`src/logic/tpec_regs.svh`:
```
// Register offsets, field positions and reset values of the timer/PWM/event counter.
`ifndef TPEC_REGS_SVH
`define TPEC_REGS_SVH

// Register indices; the byte address is four times the index.
`define TPEC_IDX_RELOAD 12'h0_0CD
`define TPEC_IDX_AUX 12'h0_0D8
`define TPEC_IDX_MODE 12'h0_0DA
`define TPEC_IDX_COUNT 12'h0_0DB
`define TPEC_IDX_STAT 12'h0_0DC

// Byte addresses on the register bus.
`define TPEC_ADDR_RELOAD (`TPEC_IDX_RELOAD * 12'h0_004)
`define TPEC_ADDR_AUX (`TPEC_IDX_AUX * 12'h0_004)
`define TPEC_ADDR_MODE (`TPEC_IDX_MODE * 12'h0_004)
`define TPEC_ADDR_COUNT (`TPEC_IDX_COUNT * 12'h0_004)
`define TPEC_ADDR_STAT (`TPEC_IDX_STAT * 12'h0_004)

// Field positions in the mode control register.
`define TPEC_MODE_PWM_BIT 0
`define TPEC_MODE_TONE_BIT 1
`define TPEC_MODE_RELOAD_BIT 2
`define TPEC_MODE_EXT_BIT 3
`define TPEC_MODE_RATE_LSB 4
`define TPEC_MODE_EN_BIT 7

// Field positions in the auxiliary clock control register.
`define TPEC_AUX_WAKE_BIT 1
`define TPEC_AUX_FAST_BIT 2
`define TPEC_AUX_FAST2_BIT 3

// Field positions in the status and interrupt control register.
`define TPEC_STAT_OVF_BIT 0
`define TPEC_STAT_IEN_BIT 1
`define TPEC_STAT_PIN_BIT 2

// Reset values.
`define TPEC_RST_BYTE 8'h00

// Overflow boundary masks for the four PWM resolutions.
`define TPEC_MASK_256 8'hFF
`define TPEC_MASK_64 8'h3F
`define TPEC_MASK_32 8'h1F
`define TPEC_MASK_16 8'h0F

// Prescaler base ratios for the two internal count clocks.
`define TPEC_DIV_CPU_BASE 9'h100
`define TPEC_DIV_OSC_BASE 9'h080

`endif

```
`src/logic/tpec_pkg.sv`:
```
// Types shared by the timer/PWM/event counter design.
package tpec_pkg;

  // Mode control register fields, most significant first.
  typedef struct packed {
    logic enable;
    logic [2:0] rate;
    logic ext_clk;
    logic reload_en;
    logic tone_en;
    logic pwm_en;
  } tpec_mode_t;

  // Auxiliary clock control register fields that are implemented.
  typedef struct packed {
    logic fast2;
    logic fast;
    logic wake_en;
  } tpec_aux_t;

  // Shared output pin drive: level and enable.
  typedef struct packed {
    logic level;
    logic oe;
  } tpec_pin_t;

endpackage : tpec_pkg

```
`src/logic/tpec_timer.sv`:
```
// Eight-bit timer with prescaler, event counting, auto-reload, PWM and tone output.
// What this block does
// - Enable bit stops or runs upward counting.
// - Three-bit prescaler divides the internal count clock.
// - Fast select picks instruction or oscillator clock.
// - External select counts pin, ignores prescaler.
// - Event mode counts each pin falling edge.
// - Wrap FF to 00 sets sticky overflow flag.
// - Event mode blocks pin interrupt flag.
// - Event mode blocks pin wake-up.
// - Active reload loads counter on overflow.
// - Outside PWM, reload only when enabled.
// - Reload writes buffered until next overflow, taken at once while stopped.
// - PWM always reloads; reload and tone bits pick boundary.
// - Boundary 256, or 256/64/32/16 in PWM on the internal clock.
// - PWM enable hands output pin to PWM.
// - Tone output toggles each overflow.
// - Wake enable raises wake-up on overflow.
// - PWM high at start, low at match.
// - Interrupt enable requests interrupt on overflow.
//
// Local design decision: the APB interface to the registers.
`include "tpec_regs.svh"

module tpec_timer
  import tpec_pkg::*;
#(
  parameter int CNT_W = 8
)
(
  input wire logic clock_i,
  input wire logic rst_i,
  // APB slave.
  input wire logic psel_i,
  input wire logic penable_i,
  input wire logic pwrite_i,
  input wire logic [11:0] paddr_i,
  input wire logic [31:0] pwdata_i,
  input wire logic [3:0] pstrb_i,
  output logic [31:0] prdata_o,
  output logic pready_o,
  output logic pslverr_o,
  // Count clock strobes, one cycle each, synchronous to clock_i.
  input wire logic instruction_clock_i,
  input wire logic high_osc_clock_i,
  // Asynchronous external event input pin.
  input wire logic event_pin_i,
  // GPIO drive of the shared output pin.
  input wire logic gpio_out_i,
  input wire logic gpio_oe_i,
  // Shared output pin.
  output logic out_pin_o,
  output logic out_pin_oe_o,
  // Requests to the system.
  output logic irq_o,
  output logic wake_req_o,
  output logic pin_irq_o,
  output logic pin_wake_o
);

  // The counter logic and all masks are built for eight bits only.
  if (CNT_W != 8)
  begin : g_bad_width
    $error("tpec_timer supports only an eight-bit counter");
  end

  // Software visible state.
  tpec_mode_t mode; // Mode control register.
  tpec_aux_t aux; // Auxiliary clock control register.
  logic [7:0] count_value; // The running counter.
  logic [7:0] reload_hold; // First buffer that software writes.
  logic [7:0] reload_value; // Active reload value used by the PWM duty compare.
  logic overflow_flag; // Sticky overflow flag.
  logic overflow_irq_enable; // Gates the overflow flag onto irq_o.
  logic pin_irq_flag; // Sticky external pin interrupt flag.

  // Datapath state.
  logic [7:0] pre_cnt; // Prescaler divider counter.
  logic ev_s1; // First synchroniser stage of the event pin.
  logic ev_s2; // Second synchroniser stage of the event pin.
  logic ev_s3; // Delayed copy of the synchronised pin for edge detection.
  logic pwm_level; // Registered PWM waveform.
  logic tone_level; // Registered half-rate tone waveform.
  logic wake_q; // Registered wake-up pulse.
  logic pin_wake_q; // Registered pin wake pulse.

  // Combinational terms.
  logic [8:0] div_ratio; // Selected prescaler ratio.
  logic src_tick; // Selected internal source strobe.
  logic pre_tick; // Prescaler output strobe.
  logic ev_fall; // Falling edge of the synchronised event pin.
  logic count_tick; // One count step of the timer.
  logic [7:0] bmask; // Overflow boundary mask.
  logic overflow; // Counter reaches its boundary on this step.
  logic reload_now; // Counter takes the reload value on overflow.
  logic wr_acc; // APB write takes effect this edge.
  logic setup; // APB setup phase.

  // Returns the counter mask for the current overflow boundary.
  function automatic logic [7:0] boundary_mask(input tpec_mode_t m);
    logic [7:0] r;
    r = `TPEC_MASK_256;
    if (m.pwm_en && !m.ext_clk)
    begin
      unique case ({m.reload_en, m.tone_en})
        2'b00: r = `TPEC_MASK_256;
        2'b01: r = `TPEC_MASK_64;
        2'b10: r = `TPEC_MASK_32;
        2'b11: r = `TPEC_MASK_16;
      endcase
    end
    return r;
  endfunction : boundary_mask

  // Matches a bus address against one register.
  function automatic logic hit(input logic [11:0] a, input logic [11:0] reg_addr);
    return a == reg_addr;
  endfunction : hit

  // Bus phase decode; the slave never inserts wait states.
  assign setup = psel_i && !penable_i;
  assign wr_acc = psel_i && penable_i && pwrite_i && pstrb_i[0];
  assign pready_o = 1'b1;

  // Clock source and prescaler ratio selection.
  always_comb
  begin
    if (aux.fast)
    begin
      src_tick = high_osc_clock_i;
      div_ratio = 9'(`TPEC_DIV_OSC_BASE >> mode.rate);
    end
    else
    begin
      src_tick = instruction_clock_i;
      div_ratio = 9'(`TPEC_DIV_CPU_BASE >> mode.rate);
    end
  end

  // The prescaler emits one strobe per div_ratio source strobes.
  assign pre_tick = src_tick && ({1'b0, pre_cnt} == div_ratio - 9'h001);

  // Prescaler counter; held clear while stopped or counting the pin.
  always_ff @(posedge clock_i or posedge rst_i)
  begin
    if (rst_i)
    begin
      pre_cnt <= `TPEC_RST_BYTE;
    end
    else if (!mode.enable || mode.ext_clk)
    begin
      pre_cnt <= `TPEC_RST_BYTE;
    end
    else if (pre_tick)
    begin
      pre_cnt <= `TPEC_RST_BYTE;
    end
    else if (src_tick)
    begin
      pre_cnt <= pre_cnt + 8'h01;
    end
  end

  // Event pin synchroniser and edge delay; only ev_s2 reads ev_s1.
  always_ff @(posedge clock_i or posedge rst_i)
  begin
    if (rst_i)
    begin
      ev_s1 <= 1'b1;
      ev_s2 <= 1'b1;
      ev_s3 <= 1'b1;
    end
    else
    begin
      ev_s1 <= event_pin_i;
      ev_s2 <= ev_s1;
      ev_s3 <= ev_s2;
    end
  end

  assign ev_fall = ev_s3 && !ev_s2;

  // A count step comes from the pin in event mode, else from the prescaler.
  assign count_tick = mode.enable && (mode.ext_clk ? ev_fall : pre_tick);
  assign bmask = boundary_mask(mode);
  assign overflow = count_tick && ((count_value & bmask) == bmask);
  // PWM always reloads; otherwise the reload bit decides.
  assign reload_now = mode.pwm_en || mode.reload_en;

  // Mode control register.
  always_ff @(posedge clock_i or posedge rst_i)
  begin
    if (rst_i)
    begin
      mode <= tpec_mode_t'(`TPEC_RST_BYTE);
    end
    else if (wr_acc && hit(paddr_i, `TPEC_ADDR_MODE))
    begin
      mode <= tpec_mode_t'(pwdata_i[7:0]);
    end
  end

  // Auxiliary clock control register.
  always_ff @(posedge clock_i or posedge rst_i)
  begin
    if (rst_i)
    begin
      aux <= '0;
    end
    else if (wr_acc && hit(paddr_i, `TPEC_ADDR_AUX))
    begin
      aux <= pwdata_i[`TPEC_AUX_FAST2_BIT:`TPEC_AUX_WAKE_BIT];
    end
  end

  // Reload double buffer: software fills the first stage only.
  always_ff @(posedge clock_i or posedge rst_i)
  begin
    if (rst_i)
    begin
      reload_hold <= `TPEC_RST_BYTE;
    end
    else if (wr_acc && hit(paddr_i, `TPEC_ADDR_RELOAD))
    begin
      reload_hold <= pwdata_i[7:0];
    end
  end

  // The active stage follows the buffer while stopped, else only at overflow.
  always_ff @(posedge clock_i or posedge rst_i)
  begin
    if (rst_i)
    begin
      reload_value <= `TPEC_RST_BYTE;
    end
    else if (!mode.enable || overflow)
    begin
      reload_value <= reload_hold;
    end
  end

  // Counter; a software write wins over a count step in the same cycle.
  always_ff @(posedge clock_i or posedge rst_i)
  begin
    if (rst_i)
    begin
      count_value <= `TPEC_RST_BYTE;
    end
    else if (wr_acc && hit(paddr_i, `TPEC_ADDR_COUNT))
    begin
      count_value <= pwdata_i[7:0];
    end
    else if (overflow && reload_now)
    begin
      // The buffered value moves to the active stage and the counter at once.
      count_value <= reload_hold & bmask;
    end
    else if (overflow)
    begin
      count_value <= `TPEC_RST_BYTE;
    end
    else if (count_tick)
    begin
      count_value <= count_value + 8'h01;
    end
  end

  // Overflow flag and interrupt enable; an overflow wins over a clear.
  always_ff @(posedge clock_i or posedge rst_i)
  begin
    if (rst_i)
    begin
      overflow_flag <= 1'b0;
      overflow_irq_enable <= 1'b0;
    end
    else
    begin
      if (overflow)
      begin
        overflow_flag <= 1'b1;
      end
      else if (wr_acc && hit(paddr_i, `TPEC_ADDR_STAT))
      begin
        overflow_flag <= overflow_flag && pwdata_i[`TPEC_STAT_OVF_BIT];
      end
      if (wr_acc && hit(paddr_i, `TPEC_ADDR_STAT))
      begin
        overflow_irq_enable <= pwdata_i[`TPEC_STAT_IEN_BIT];
      end
    end
  end

  // Pin interrupt flag: set by pin falling edges, forced low in event mode.
  always_ff @(posedge clock_i or posedge rst_i)
  begin
    if (rst_i)
    begin
      pin_irq_flag <= 1'b0;
    end
    else if (mode.ext_clk)
    begin
      pin_irq_flag <= 1'b0;
    end
    else if (ev_fall)
    begin
      pin_irq_flag <= 1'b1;
    end
    else if (wr_acc && hit(paddr_i, `TPEC_ADDR_STAT))
    begin
      pin_irq_flag <= pin_irq_flag && pwdata_i[`TPEC_STAT_PIN_BIT];
    end
  end

  // PWM waveform: high from overflow, low from the duty match.
  always_ff @(posedge clock_i or posedge rst_i)
  begin
    if (rst_i)
    begin
      pwm_level <= 1'b1;
    end
    else if (!mode.enable || overflow)
    begin
      pwm_level <= 1'b1;
    end
    else if ((count_value & bmask) == (reload_value & bmask))
    begin
      pwm_level <= 1'b0;
    end
  end

  // Tone waveform toggles at every overflow, giving half the overflow rate.
  always_ff @(posedge clock_i or posedge rst_i)
  begin
    if (rst_i)
    begin
      tone_level <= 1'b0;
    end
    else if (overflow)
    begin
      tone_level <= !tone_level;
    end
  end

  // Wake-up pulses: timer overflow when enabled, pin edge outside event mode.
  always_ff @(posedge clock_i or posedge rst_i)
  begin
    if (rst_i)
    begin
      wake_q <= 1'b0;
      pin_wake_q <= 1'b0;
    end
    else
    begin
      wake_q <= overflow && aux.wake_en;
      pin_wake_q <= ev_fall && !mode.ext_clk;
    end
  end

  // Shared pin: PWM first, then tone, else the GPIO keeps it.
  always_comb
  begin
    if (mode.pwm_en)
    begin
      out_pin_o = pwm_level;
      out_pin_oe_o = 1'b1;
    end
    else if (mode.tone_en)
    begin
      out_pin_o = tone_level;
      out_pin_oe_o = 1'b1;
    end
    else
    begin
      out_pin_o = gpio_out_i;
      out_pin_oe_o = gpio_oe_i;
    end
  end

  // Request outputs.
  assign irq_o = overflow_flag && overflow_irq_enable;
  assign wake_req_o = wake_q;
  assign pin_irq_o = pin_irq_flag;
  assign pin_wake_o = pin_wake_q;

  // Read data and error are captured in the setup phase and held for access.
  always_ff @(posedge clock_i or posedge rst_i)
  begin
    if (rst_i)
    begin
      prdata_o <= '0;
      pslverr_o <= 1'b0;
    end
    else if (setup)
    begin
      prdata_o <= '0;
      pslverr_o <= 1'b0;
      if (hit(paddr_i, `TPEC_ADDR_MODE))
      begin
        prdata_o[7:0] <= mode;
      end
      else if (hit(paddr_i, `TPEC_ADDR_AUX))
      begin
        prdata_o[`TPEC_AUX_FAST2_BIT:`TPEC_AUX_WAKE_BIT] <= aux;
      end
      else if (hit(paddr_i, `TPEC_ADDR_COUNT))
      begin
        prdata_o[7:0] <= count_value;
      end
      else if (hit(paddr_i, `TPEC_ADDR_STAT))
      begin
        prdata_o[`TPEC_STAT_OVF_BIT] <= overflow_flag;
        prdata_o[`TPEC_STAT_IEN_BIT] <= overflow_irq_enable;
        prdata_o[`TPEC_STAT_PIN_BIT] <= pin_irq_flag;
      end
      else if (!hit(paddr_i, `TPEC_ADDR_RELOAD))
      begin
        // Unmapped address: error, reads zero, writes are dropped.
        pslverr_o <= 1'b1;
      end
    end
  end

endmodule : tpec_timer

```
`config.mk`:
```
export PLATFORM = sky130hd
export DESIGN_NAME = tpec_timer
export DESIGN_NICKNAME = d
export VERILOG_FILES = /design/src/logic/tpec_pkg.sv /design/src/logic/tpec_timer.sv
export VERILOG_INCLUDE_DIRS = /design/src /design/src/logic
export SDC_FILE = /design/constraint.sdc
export NUM_CORES = 1
export LEC_CHECK = 0
export ABC_AREA = 1
export BUFFER_PORTS_ARGS = -buffer_cell sky130_fd_sc_hd__buf_2
export CORE_MARGIN = 4
export CORE_UTILIZATION = 54
export DETAILED_ROUTE_END_ITERATION = 10
export PLACE_DENSITY = 0.89
export SETUP_SLACK_MARGIN = 0.15
export SLEW_MARGIN = 20
export SYNTH_ARGS = -nofsm -noshare
export SYNTH_HDL_FRONTEND = slang
export SYNTH_SLANG_ARGS = --single-unit
```
`constraint.sdc`:
```
create_clock -name clock_i -period 3.3 [get_ports clock_i]
set_clock_uncertainty 0.2 [all_clocks]
set_input_delay 0.33 -clock clock_i [delete_from_list [all_inputs] [get_ports clock_i]]
set_output_delay 0.33 -clock clock_i [all_outputs]
set_load 0.05 [all_outputs]
```
==> results of run 1 <==
==> sequential cells by signal, summed over array words and instances (netlist names) <==
| register | flops |
|---|---|
| aux | 3 |
| count_value | 8 |
| ev_s1 | 1 |
| ev_s2 | 1 |
| ev_s3 | 1 |
| mode | 8 |
| overflow_flag | 1 |
| overflow_irq_enable | 1 |
| pin_irq_o | 1 |
| pin_wake_o | 1 |
| prdata_o | 8 |
| pre_cnt | 8 |
| pslverr_o | 1 |
| pwm_level | 1 |
| reload_hold | 8 |
| reload_value | 8 |
| tone_level | 1 |
| wake_req_o | 1 |
==> cell type report <==
cell class,instances,area (sq um),share of cell area (%)
tap,96,120,2.70
multi-input combinational,371,1950,43.9
timing repair buffer,55,310,6.97
sequential,62,1560,35.0
inverter,80,305,6.86
clock buffer,9,124,2.78
clock inverter,7,80.1,1.80
==> kinds of logic after synthesis <==
family / share of synthesized area (%)
and+or+nand+nor: 26.6
buffers and inverters: 13.9
AOI/OAI and AO/OA: 14.0
DFF: 39.4
xor gates and xnor gates: 4.43
adders and majority gates: 1.58
other: 0.190
==> worst max path at each step <==
stage                              startpoint  slack, ns                           to  cells past startpoint
after global routing      mode[4]$_DFFE_PP0P_       0.15   count_value[4]$_DFFE_PP0P_                     16
after floorplan            aux[1]$_DFFE_PP0P_       0.63  reload_value[0]$_DFFE_PP0P_                     18
after CTS                  aux[1]$_DFFE_PP0P_       0.17  reload_value[3]$_DFFE_PP0P_                     17
final                      aux[1]$_DFFE_PP0P_       0.36   count_value[4]$_DFFE_PP0P_                     16
after detailed placement   aux[1]$_DFFE_PP0P_       0.20  reload_value[3]$_DFFE_PP0P_                     17
after global placement     aux[1]$_DFFE_PP0P_       0.32  reload_value[3]$_DFFE_PP0P_                     17
==> power groups by stage <==
stage	logic [mW]	registers (mW)	clock network (mW)
floorplan	0.127	0.825	0
global placement	0.178	0.792	0
detailed placement	0.180	0.793	0
CTS	0.184	0.778	0.695
global route	0.197	0.779	0.745
finish	0.184	0.778	0.691
==> worst min-delay path: cells and delay by family <==
family	cells	cell delay (ns)
buf+inv	3	0.71
==> what timing repair did <==
item | CTS | global route
resized for setup | 0 | 11
buffers inserted | 0 | 3
endpoints found under the hold margin | 4 | 0
setup endpoints to repair | 0 | 17
hold buffers | 4 | 0
==> metal layers <==
layer	GRT usage, %	up-vias	wire length (microns)
met2	39.5	158	4840
met1	30.9	1686	4050
met4	7.58	0	102
met3	4.51	12	686
li1	-	1757	-
met5	0	-	0
==> cells in the final DEF, fill, tap and decap left out, types with 3 or more instances in the layout <==
cell / instances
nand2_1: 134
inv_1: 73
dfrtp_1: 57
buf_2: 45
o21ai_0: 37
nor2_1: 32
conb_1: 25
nand3_1: 17
xor2_1: 14
a21oi_1: 14
nand4_1: 11
o22ai_1: 11
clkbuf_8: 9
o21ai_2: 8
nand2_2: 6
nor2_2: 6
xnor2_1: 6
nor3_1: 6
buf_4: 6
o221ai_1: 5
o21a_1: 5
inv_2: 4
nand3_2: 4
nand3b_1: 4
o21ai_1: 4
ha_1: 4
dfstp_2: 4
dlygate4sd3_1: 4
nor4_1: 3
==> metrics by stage <==
stage               hold WS, ns  utilization (%)
finish                  -0.0281             64.1
global route             0.0417             64.1
CTS                    0.000550             63.4
detailed placement        0.147             59.9
global placement          0.146             59.9
floorplan                 0.134                -
==> reports/metrics.yaml, run 1 <==
flow_run:
  drv_cap: 0
place:
  dpl.hpwl_microns: 7260
  portBuffers: 45
  place_ws_ns: 0.196
  dp.cells: 657
  placed_area_sq_um: 4160
  place_congestion: 0.944
logic_synthesis:
  yosysWarnings: 0
  synth_cell_type_count: 42
  ys_seq_area_share_pct: 39.4
  synthArstFlopShare_pct: 100
  synthTopCellsByArea: "dfrtp_1 (37%), nand2_1 (13%), inv_1 (7.0%), o21ai_0 (5.2%), buf_4 (4.9%)"
  synth_top_area_cell: "dfrtp_1"
  yosys.area.top_type_share_pct: 36.7
  synth_ff_type: "dfrtp_1"
  netlist_area_sq_um: 3950
  ys_top_cells_by_count: "nand2_1 (134), inv_1 (74), dfrtp_1 (58)"
  synthCells: 524
  avgSynthCellArea_sq_um: 7.55
  synth_edf_count: 0
  yosysMostFrequentCell: "nand2_1"
  synth-seq-cells: 62
setup_path:
  crit_family: "simple AND/OR/NAND/NOR gates"
  crit_required_ns: 3.39
  worstReg2RegStart: "aux[1]$_DFFE_PP0P_"
  worst_r2r_path_depth: 16
  r2r_slack_ns: 0.36
  reg2reg_to: "count_value[4]$_DFFE_PP0P_"
  cp_common_cell: "nand2_1"
  crit_arrival_ns: 3.03
  setup.worst_path.end_class: "flip-flop"
  crit_fanout: 6
  critPathKind: "flip-flop to flip-flop"
  slowest_delay_ns: 0.42
  cp.buffers_inverters: 1
  cp_slowest_cell: "dfrtp_2"
  cp_cell_sequence: "inv_1 -> ha_4 -> nand3_2 -> ha_1 -> xnor2_1 -> nor2_1 -> nand2_1 -> nor2_1 -> nand3_1 -> nor2_2 -> nand2_2 -> nand2_4 -> nand4_1 -> o21ai_1 -> nand2_1 -> nand2_1"
  crit_path_start_kind: "flip-flop"
clock_network:
  clk_latency_ns: 0.35
  cts_root_buf: "clkbuf_8"
  clockBufferDepth: 2
  htreeDepth: 3
  clk_pin_slew_ns: 0.09
  cts_tree: "built"
  cts_made_buffers: 9
  clkSinkCount: 62
drt:
  dr.pass1.iters: 8
  remaining_drc_errors: 0
  antenna_left: 0
  drtIter0Drc: 277
  vias: 3613
  vias_per_cell: 5.31
  routed_wl_microns: 9680
  wl_per_cell_microns: 14.2
cells_and_area:
  fin_nets: 642
  final_cells: 680
  fillers: 583
  diodes: 0
  drive_gt1_share_pct: 18.7
  final_area_sq_um: 4450
  syn_to_final_growth_pct: 12.6
die:
  fp.dieH_microns: 93.6
  die_width_microns: 93.6
  die_area_sq_um: 8750
  start_util_pct: 56.9
  rows: 30
  core-area_sq_um: 6940
  ios: 98
power:
  p_comb_share_pct: 11.2
  power_density_nw_per_um2: 371
  total_power_mw: 1.65
  p_seq_share_pct: 47.0
  p_switching_uw: 489
  swShare_pct: 29.6
  clkPwrFrac_pct: 41.8
  vdd.ir_drop.worst_mv: 0.244
  p_int_mw: 1.16
  leakagePower_nw: 2.20
status:
  violations: "hold timing"
  status: "finished, violations left"
global_route:
  grt_first_pass_wirelength_microns: 16400
  grt_max_degree: 63
  grt_overflow: 0
  grt_pass1_vias: 3521
  antenna_found_initial: 0
  grt_usage_pct: 23.6
timing:
  hold_ws_ns: -0.0281
  rsz0062_at_grt: "no"
  tightest_slew_ns: 0.865
  finalCritPeriodShare_pct: 89.2
  finalSetupViolCount: 0
  timing.final.ws_setup_ns: 0.357
  max_freq_mhz: 340
  fin_crit_ns: 2.94
  final_max_slew_viol_count: 0
  finalHoldViolCount: 21
  setup_tns_ns: 0
  max_slew_margin_pct: 42.1
worst_hold_path:
  min_path_type: "input pin to async pin"
Note: power is estimated with default switching activity, not from simulation.
==> inputs of run 2 (changes only) <==
BUFFER_PORTS_ARGS = default   (was -buffer_cell sky130_fd_sc_hd__buf_2)
CORE_UTILIZATION = 58   (was 54)
DONT_BUFFER_PORTS = 1   (was default)
PLACE_DENSITY = 0.84   (was 0.89)
clock period = 2.4 ns   (was 3.3 ns; I/O delays follow)
==> run 2 against run 1 <==
Effect of this change:
- fmax rose by 9.7%
- power rose by 50%
- sequential power rose by 44%
- the flow finishes with violations (setup timing)
- count of clock-buffer cells in the layout rose by 3
==> reports/metrics.yaml, run 2 (same netlist as run 1, synthesis figures left out) <==
timing:
  rsz0062_at_grt: "yes"
  fin_crit_ns: 2.68  # -0.260 ns
  finalCritPeriodShare_pct: 112  # +23 points
  tightest_slew_ns: 0.539  # -0.326 ns
  finalSetupViolCount: 28  # +28
  timing.final.ws_setup_ns: -0.283  # -0.640 ns
  finalHoldViolCount: 0  # -100%
  final_max_slew_viol_count: 0  # unchanged
  max_slew_margin_pct: 64.1  # +22 points
  hold_ws_ns: 0.0431  # +0.0712 ns
  max_freq_mhz: 373  # +9.7%
drt:
  vias_per_cell: 5.67  # +6.8%
  dr.pass1.iters: 5  # -3
  remaining_drc_errors: 0  # unchanged
  routed_wl_microns: 10100  # +4.6%
  wl_per_cell_microns: 15.6  # +9.9%
  drtIter0Drc: 334  # +21%
  antenna_left: 0  # unchanged
  vias: 3671  # +1.6%
cells_and_area:
  final_common_cell: "nand2_1"
  drive_gt1_share_pct: 21.1  # +2.4 points
  fin_nets: 629  # -2.0%
  layout.cells.most_common_list: "nand2_1 (122), inv_1 (71), dfrtp_1 (58)"
  diodes: 0  # unchanged
  syn_to_final_growth_pct: 18.5
die:
  start_util_pct: 60.9  # +3.9 points
  die_area_sq_um: 8200  # -6.3%
  fp.dieH_microns: 90.6  # -3.2%
  core-area_sq_um: 6490  # -6.5%
  die_width_microns: 90.6  # -3.2%
  rows: 29  # -3.3%
  ios: 98  # unchanged
global_route:
  grt_usage_pct: 24.1  # +0.48 points
  grt_max_degree: 26  # -59%
  antenna_found_initial: 0  # unchanged
  grt_pass1_vias: 3450  # -2.0%
  grt_overflow: 0  # unchanged
  grt_first_pass_wirelength_microns: 16100  # -2.1%
setup_path:
  crit_required_ns: 2.48  # -0.91 ns
  setup.worst_path.end_class: "flip-flop"
  crit_arrival_ns: 2.76  # -0.27 ns
  critPathKind: "flip-flop to flip-flop"
  crit_path_start_kind: "flip-flop"
  crit_fanout: 4  # -2
flow_run:
  drv_cap: 0  # unchanged
clock_network:
  clkSinkCount: 62  # unchanged
  clockBufferDepth: 2  # unchanged
  cts_tree: "built"
  clk_pin_slew_ns: 0.07  # -0.02 ns
  cts_made_buffers: 9  # unchanged
  clk_latency_ns: 0.34  # about the same
  htreeDepth: 3  # unchanged
  cts_root_buf: "clkbuf_8"
power:
  vdd.ir_drop.worst_mv: 0.353  # +45%
  total_power_mw: 2.47  # +50%
  power_density_nw_per_um2: 528  # +42%
  leakagePower_nw: 2.24  # +1.7%
worst_hold_path:
  min_path_type: "input pin to flip-flop"
place:
  dpl.hpwl_microns: 7210  # -0.71%
  portBuffers: 0  # -100%
  place_congestion: 1.00  # +6.1%
status:
  violations: "setup timing"
  status: "finished, violations left"
==> run 2: cell types whose count changed in the layout (fill, tap and decap cells not counted), moves of 3 or more <==
cell and delta:
buf_2 -45, buf_4 +22, nand2_1 -12, nand2_2 +10, a21oi_1 -6, a21oi_2 +6
dlygate4sd3_1 +6, o22ai_1 -5, o22ai_2 +5, clkbuf_8 +3
==> run 2: worst paths after layout <==
kind | slack (ns) | depth (start not counted) | startpoint | endpoint
min | 0.04 | 4 | penable_i | prdata_o[1]$_DFFE_PP0P_
max reg2reg | -0.28 | 21 | mode[4]$_DFFE_PP0P_ | count_value[1]$_DFFE_PP0P_
max | -0.28 | 21 | mode[4]$_DFFE_PP0P_ | count_value[1]$_DFFE_PP0P_
min reg2reg | 0.15 | 0 | ev_s1$_DFF_PP1_ | ev_s2$_DFF_PP1_
min in group asynchronous | 0.11 | 2 | rst_i | reload_value[1]$_DFFE_PP0P_
max in group asynchronous | 1.22 | 3 | rst_i | pin_wake_o$_DFF_PP0_
==> run 2: cell type report <==
class / count / area, sq um
Sequential cell: 62 / 1560
Inverter: 80 / 310
Multi-Input combinational cell: 371 / 2110
Fill cell: 455 / 1810
Tap cell: 77 / 96.3
Clock buffer: 12 / 165
Timing Repair inverter: 2 / 20.0
Clock inverter: 3 / 90.1
Timing Repair Buffer: 40 / 333
==> run 2: where the power goes <==
group	switching, mW	leakage, nW	internal [mW]
combinational	0.148	1.37	0.0327
clock	0.406	0.129	0.770
sequential	0.0551	0.735	1.06
total	0.610	2.24	1.86
==> run 2: critical path, stage by stage (launching register included) <==
cell and delay [ns]:
dfrtp_1 0.42, ha_1 0.24, buf_4 0.15, inv_1 0.06
nand2_2 0.07, nand2_2 0.09, nor2_1 0.06, nor2_1 0.15
buf_4 0.13, nand2_1 0.04, nand2_1 0.05, nand2_1 0.04
nand2_1 0.07, nor2_2 0.04, nand2_2 0.11, nand2_4 0.08
nand2_2 0.10, nand2_2 0.09, buf_4 0.15, o22ai_1 0.14
inv_1 0.06, nand2_1 0.06
==> run 2: per-layer routing <==
metal / global-route usage [%] / share of wire, % / vias up
li1: - / - / 1730
met1: 30.7 / 41 / 1708
met2: 39.1 / 48 / 197
met3: 6.75 / 8.3 / 36
met4: 8.80 / 2.9 / 0
met5: 0 / 0 / -
==> run 2: stage by stage <==
stage               TNS (ns)  worst slack [ns]  instances  instance area (sq um)  util (%)
finish                 -5.11            -0.283        647                   4690      72.1
global route          -10.28            -0.483        647                   4690      72.1
CTS                    -3.30            -0.223        644                   4590      70.6
detailed placement     -6.95            -0.348        614                   4110      63.3
global placement       -2.88            -0.178        614                   4110      63.3
floorplan              -1.56            -0.173        547                   4080         -
==> run 2: repair_timing <==
action	4_1_cts	5_1_grt
pin swaps	12	5
hold buffers	10	0
cloned	2	0
setup buffers	3	3
hold endpoints to repair	89	0
gates resized for setup	27	18
setup endpoints to repair	28	28
==> inputs of run 3 (changes only) <==
PLACE_DENSITY = 0.87   (was 0.84)
==> run 3 against run 2 <==
Effect of this change:
- first-iteration DRC count is 96% higher
- sequential cell count stayed put
- the flow still finishes with violations (setup timing)
- cell area is 1.4% lower
==> reports/metrics.yaml, run 3 (same netlist as run 1, synthesis figures left out) <==
cells_and_area:
  diodes: 0  # unchanged
  regArea_sq_um: 1560  # unchanged
  layout.cells.most_common_list: "nand2_1 (124), inv_1 (71), dfrtp_1 (58)"
  fin_nets: 630  # +0.16%
  postLayoutCoreUtil_pct: 71.1  # -1.0 points
  final_common_cell: "nand2_1"
  fillers: 438  # -3.7%
  multi_input_area_sq_um: 2070  # -2.0%
  drive_gt1_share_pct: 19.4  # -1.6 points
  syn_to_final_growth_pct: 16.9
status:
  violations: "setup timing"
  status: "finished, violations left"
global_route:
  antenna_found_initial: 0  # unchanged
  grt_overflow: 0  # unchanged
  grt_first_pass_wirelength_microns: 17100  # +6.4%
  grt_pass1_vias: 3571  # +3.5%
  grt_usage_pct: 25.9  # +1.8 points
  grt_max_degree: 24  # -7.7%
drt:
  vias_per_cell: 5.95  # +4.9%
  vias: 3863  # +5.2%
  wl_per_cell_microns: 17.3  # +10%
  routed_wl_microns: 11200  # +11%
  drtIter0Drc: 653  # +96%
  remaining_drc_errors: 0  # unchanged
  antenna_left: 0  # unchanged
  dr.pass1.iters: 6  # +1
timing:
  fin_crit_ns: 2.84  # +0.160 ns
  finalHoldViolCount: 0  # unchanged
  rsz0062_at_grt: "yes"
  max_slew_margin_pct: 63.1  # -1.0 points
  final_max_slew_viol_count: 0  # unchanged
  setup_tns_ns: -10.34  # -5.23 ns
  max_freq_mhz: 352  # -5.6%
  tightest_slew_ns: 0.554  # +0.0150 ns
  timing.final.ws_setup_ns: -0.443  # -0.160 ns
  finalSetupViolCount: 28  # unchanged
  finalCritPeriodShare_pct: 118  # +6.7 points
die:
  die_width_microns: 90.6  # unchanged
  rows: 29  # unchanged
  start_util_pct: 60.9  # unchanged
  core-area_sq_um: 6490  # unchanged
  die_area_sq_um: 8200  # unchanged
  fp.dieH_microns: 90.6  # unchanged
  ios: 98  # unchanged
power:
  total_power_mw: 2.35  # -5.2%
  power_density_nw_per_um2: 508  # -3.8%
  leakagePower_nw: 2.21  # -1.2%
  vdd.ir_drop.worst_mv: 0.341  # -3.4%
clock_network:
  cts_root_buf: "clkbuf_8"
  clk_pin_slew_ns: 0.07  # about the same
  clockBufferDepth: 2  # unchanged
  cts_tree: "built"
  cts_made_buffers: 9  # unchanged
  clk_latency_ns: 0.35  # about the same
  clkSinkCount: 62  # unchanged
  htreeDepth: 3  # unchanged
place:
  portBuffers: 0  # unchanged
  place_congestion: 1.02  # +1.8%
  dpl.hpwl_microns: 7430  # +3.0%
setup_path:
  crit_path_start_kind: "flip-flop"
  setup.worst_path.end_class: "flip-flop"
  crit_required_ns: 2.44  # -0.04 ns
  crit_arrival_ns: 2.88  # +0.12 ns
  critPathKind: "flip-flop to flip-flop"
  crit_fanout: 5  # +1
worst_hold_path:
  min_path_type: "input pin to flip-flop"
flow_run:
  drv_cap: 0  # unchanged
[run 3: cell count changes in the layout (fill, tap and decap cells not counted), sizes merged]
cell / delta
bufinv: -1
clkinvlp: +1
clkinv: +2
inv: -1
buf: +2
clkbuf: -1
[run 3: worst paths after layout]
kind / start / endpoint / slack (ns) / cells past startpoint
setup / recovery: mode[4]$_DFFE_PP0P_ / count_value[1]$_DFFE_PP0P_ / -0.44 / 17
hold / removal: penable_i / prdata_o[1]$_DFFE_PP0P_ / 0.04 / 4
setup reg to reg: mode[4]$_DFFE_PP0P_ / count_value[1]$_DFFE_PP0P_ / -0.44 / 17
hold reg to reg: ev_s1$_DFF_PP1_ / ev_s2$_DFF_PP1_ / 0.15 / 0
max in group asynchronous: rst_i / pre_cnt[5]$_DFFE_PP0P_ / 1.13 / 3
min in group asynchronous: rst_i / reload_hold[1]$_DFFE_PP0P_ / 0.18 / 2
[run 3: routing by layer]
| layer | wire length, microns | part of all wire (%) | GRT usage [%] |
|---|---|---|---|
| met4 | 401 | 3.6 | 8.29 |
| met5 | 0 | 0 | 0 |
| met1 | 4300 | 38 | 32.4 |
| met2 | 5470 | 49 | 43.9 |
| met3 | 1030 | 9.2 | 6.25 |
[run 3: through the flow]
stage                     cell area (sq um)  std cells  setup WS [ns]  hold WS [ns]
after global routing                   4620        649         -0.611        0.0509
after detailed placement               4100        613         -0.339       -0.0241
after global placement                 4100        613         -0.172       -0.0314
after CTS                              4500        644         -0.351        0.0290
final                                  4620        649         -0.443        0.0393
after floorplan                        4080        547         -0.173        0.0445
[run 3: area by class of cell]
class,instances,share of cell area [%]
clock buffers,11,3.06
well taps,77,2.09
flip-flops and latches,62,33.7
inverters,80,6.82
clock inverters,5,1.76
repair buffers,42,7.53
multi-input cells,371,44.9
repair inverters,1,0.190
[run 3: timing repair]
action,4_1_cts,5_1_grt
hold buffers,10,0
hold endpoints to repair,46,0
setup endpoints to repair,28,28
gates cloned,0,1
pin swaps,13,7
setup buffers,5,4
gates resized for setup,17,18
[run 3: worst max-delay path: stages, from the launching register on]
cell,delay [ns]
dfrtp_1,0.39
inv_2,0.07
ha_4,0.28
nand3_4,0.08
ha_4,0.23
xnor2_1,0.13
nor2_1,0.13
nand2_1,0.07
nor2_1,0.09
nand3_1,0.11
nor2_2,0.14
nand2_2,0.11
nand2_4,0.11
nand4_1,0.27
nand2_1,0.14
o21ai_1,0.07
nand2_1,0.06
nand2_1,0.05
[run 3: power by group]
part	internal [mW]	switching, mW
Combinational	0.0327	0.149
Sequential	1.06	0.0559
Clock	0.615	0.433
Total	1.71	0.637
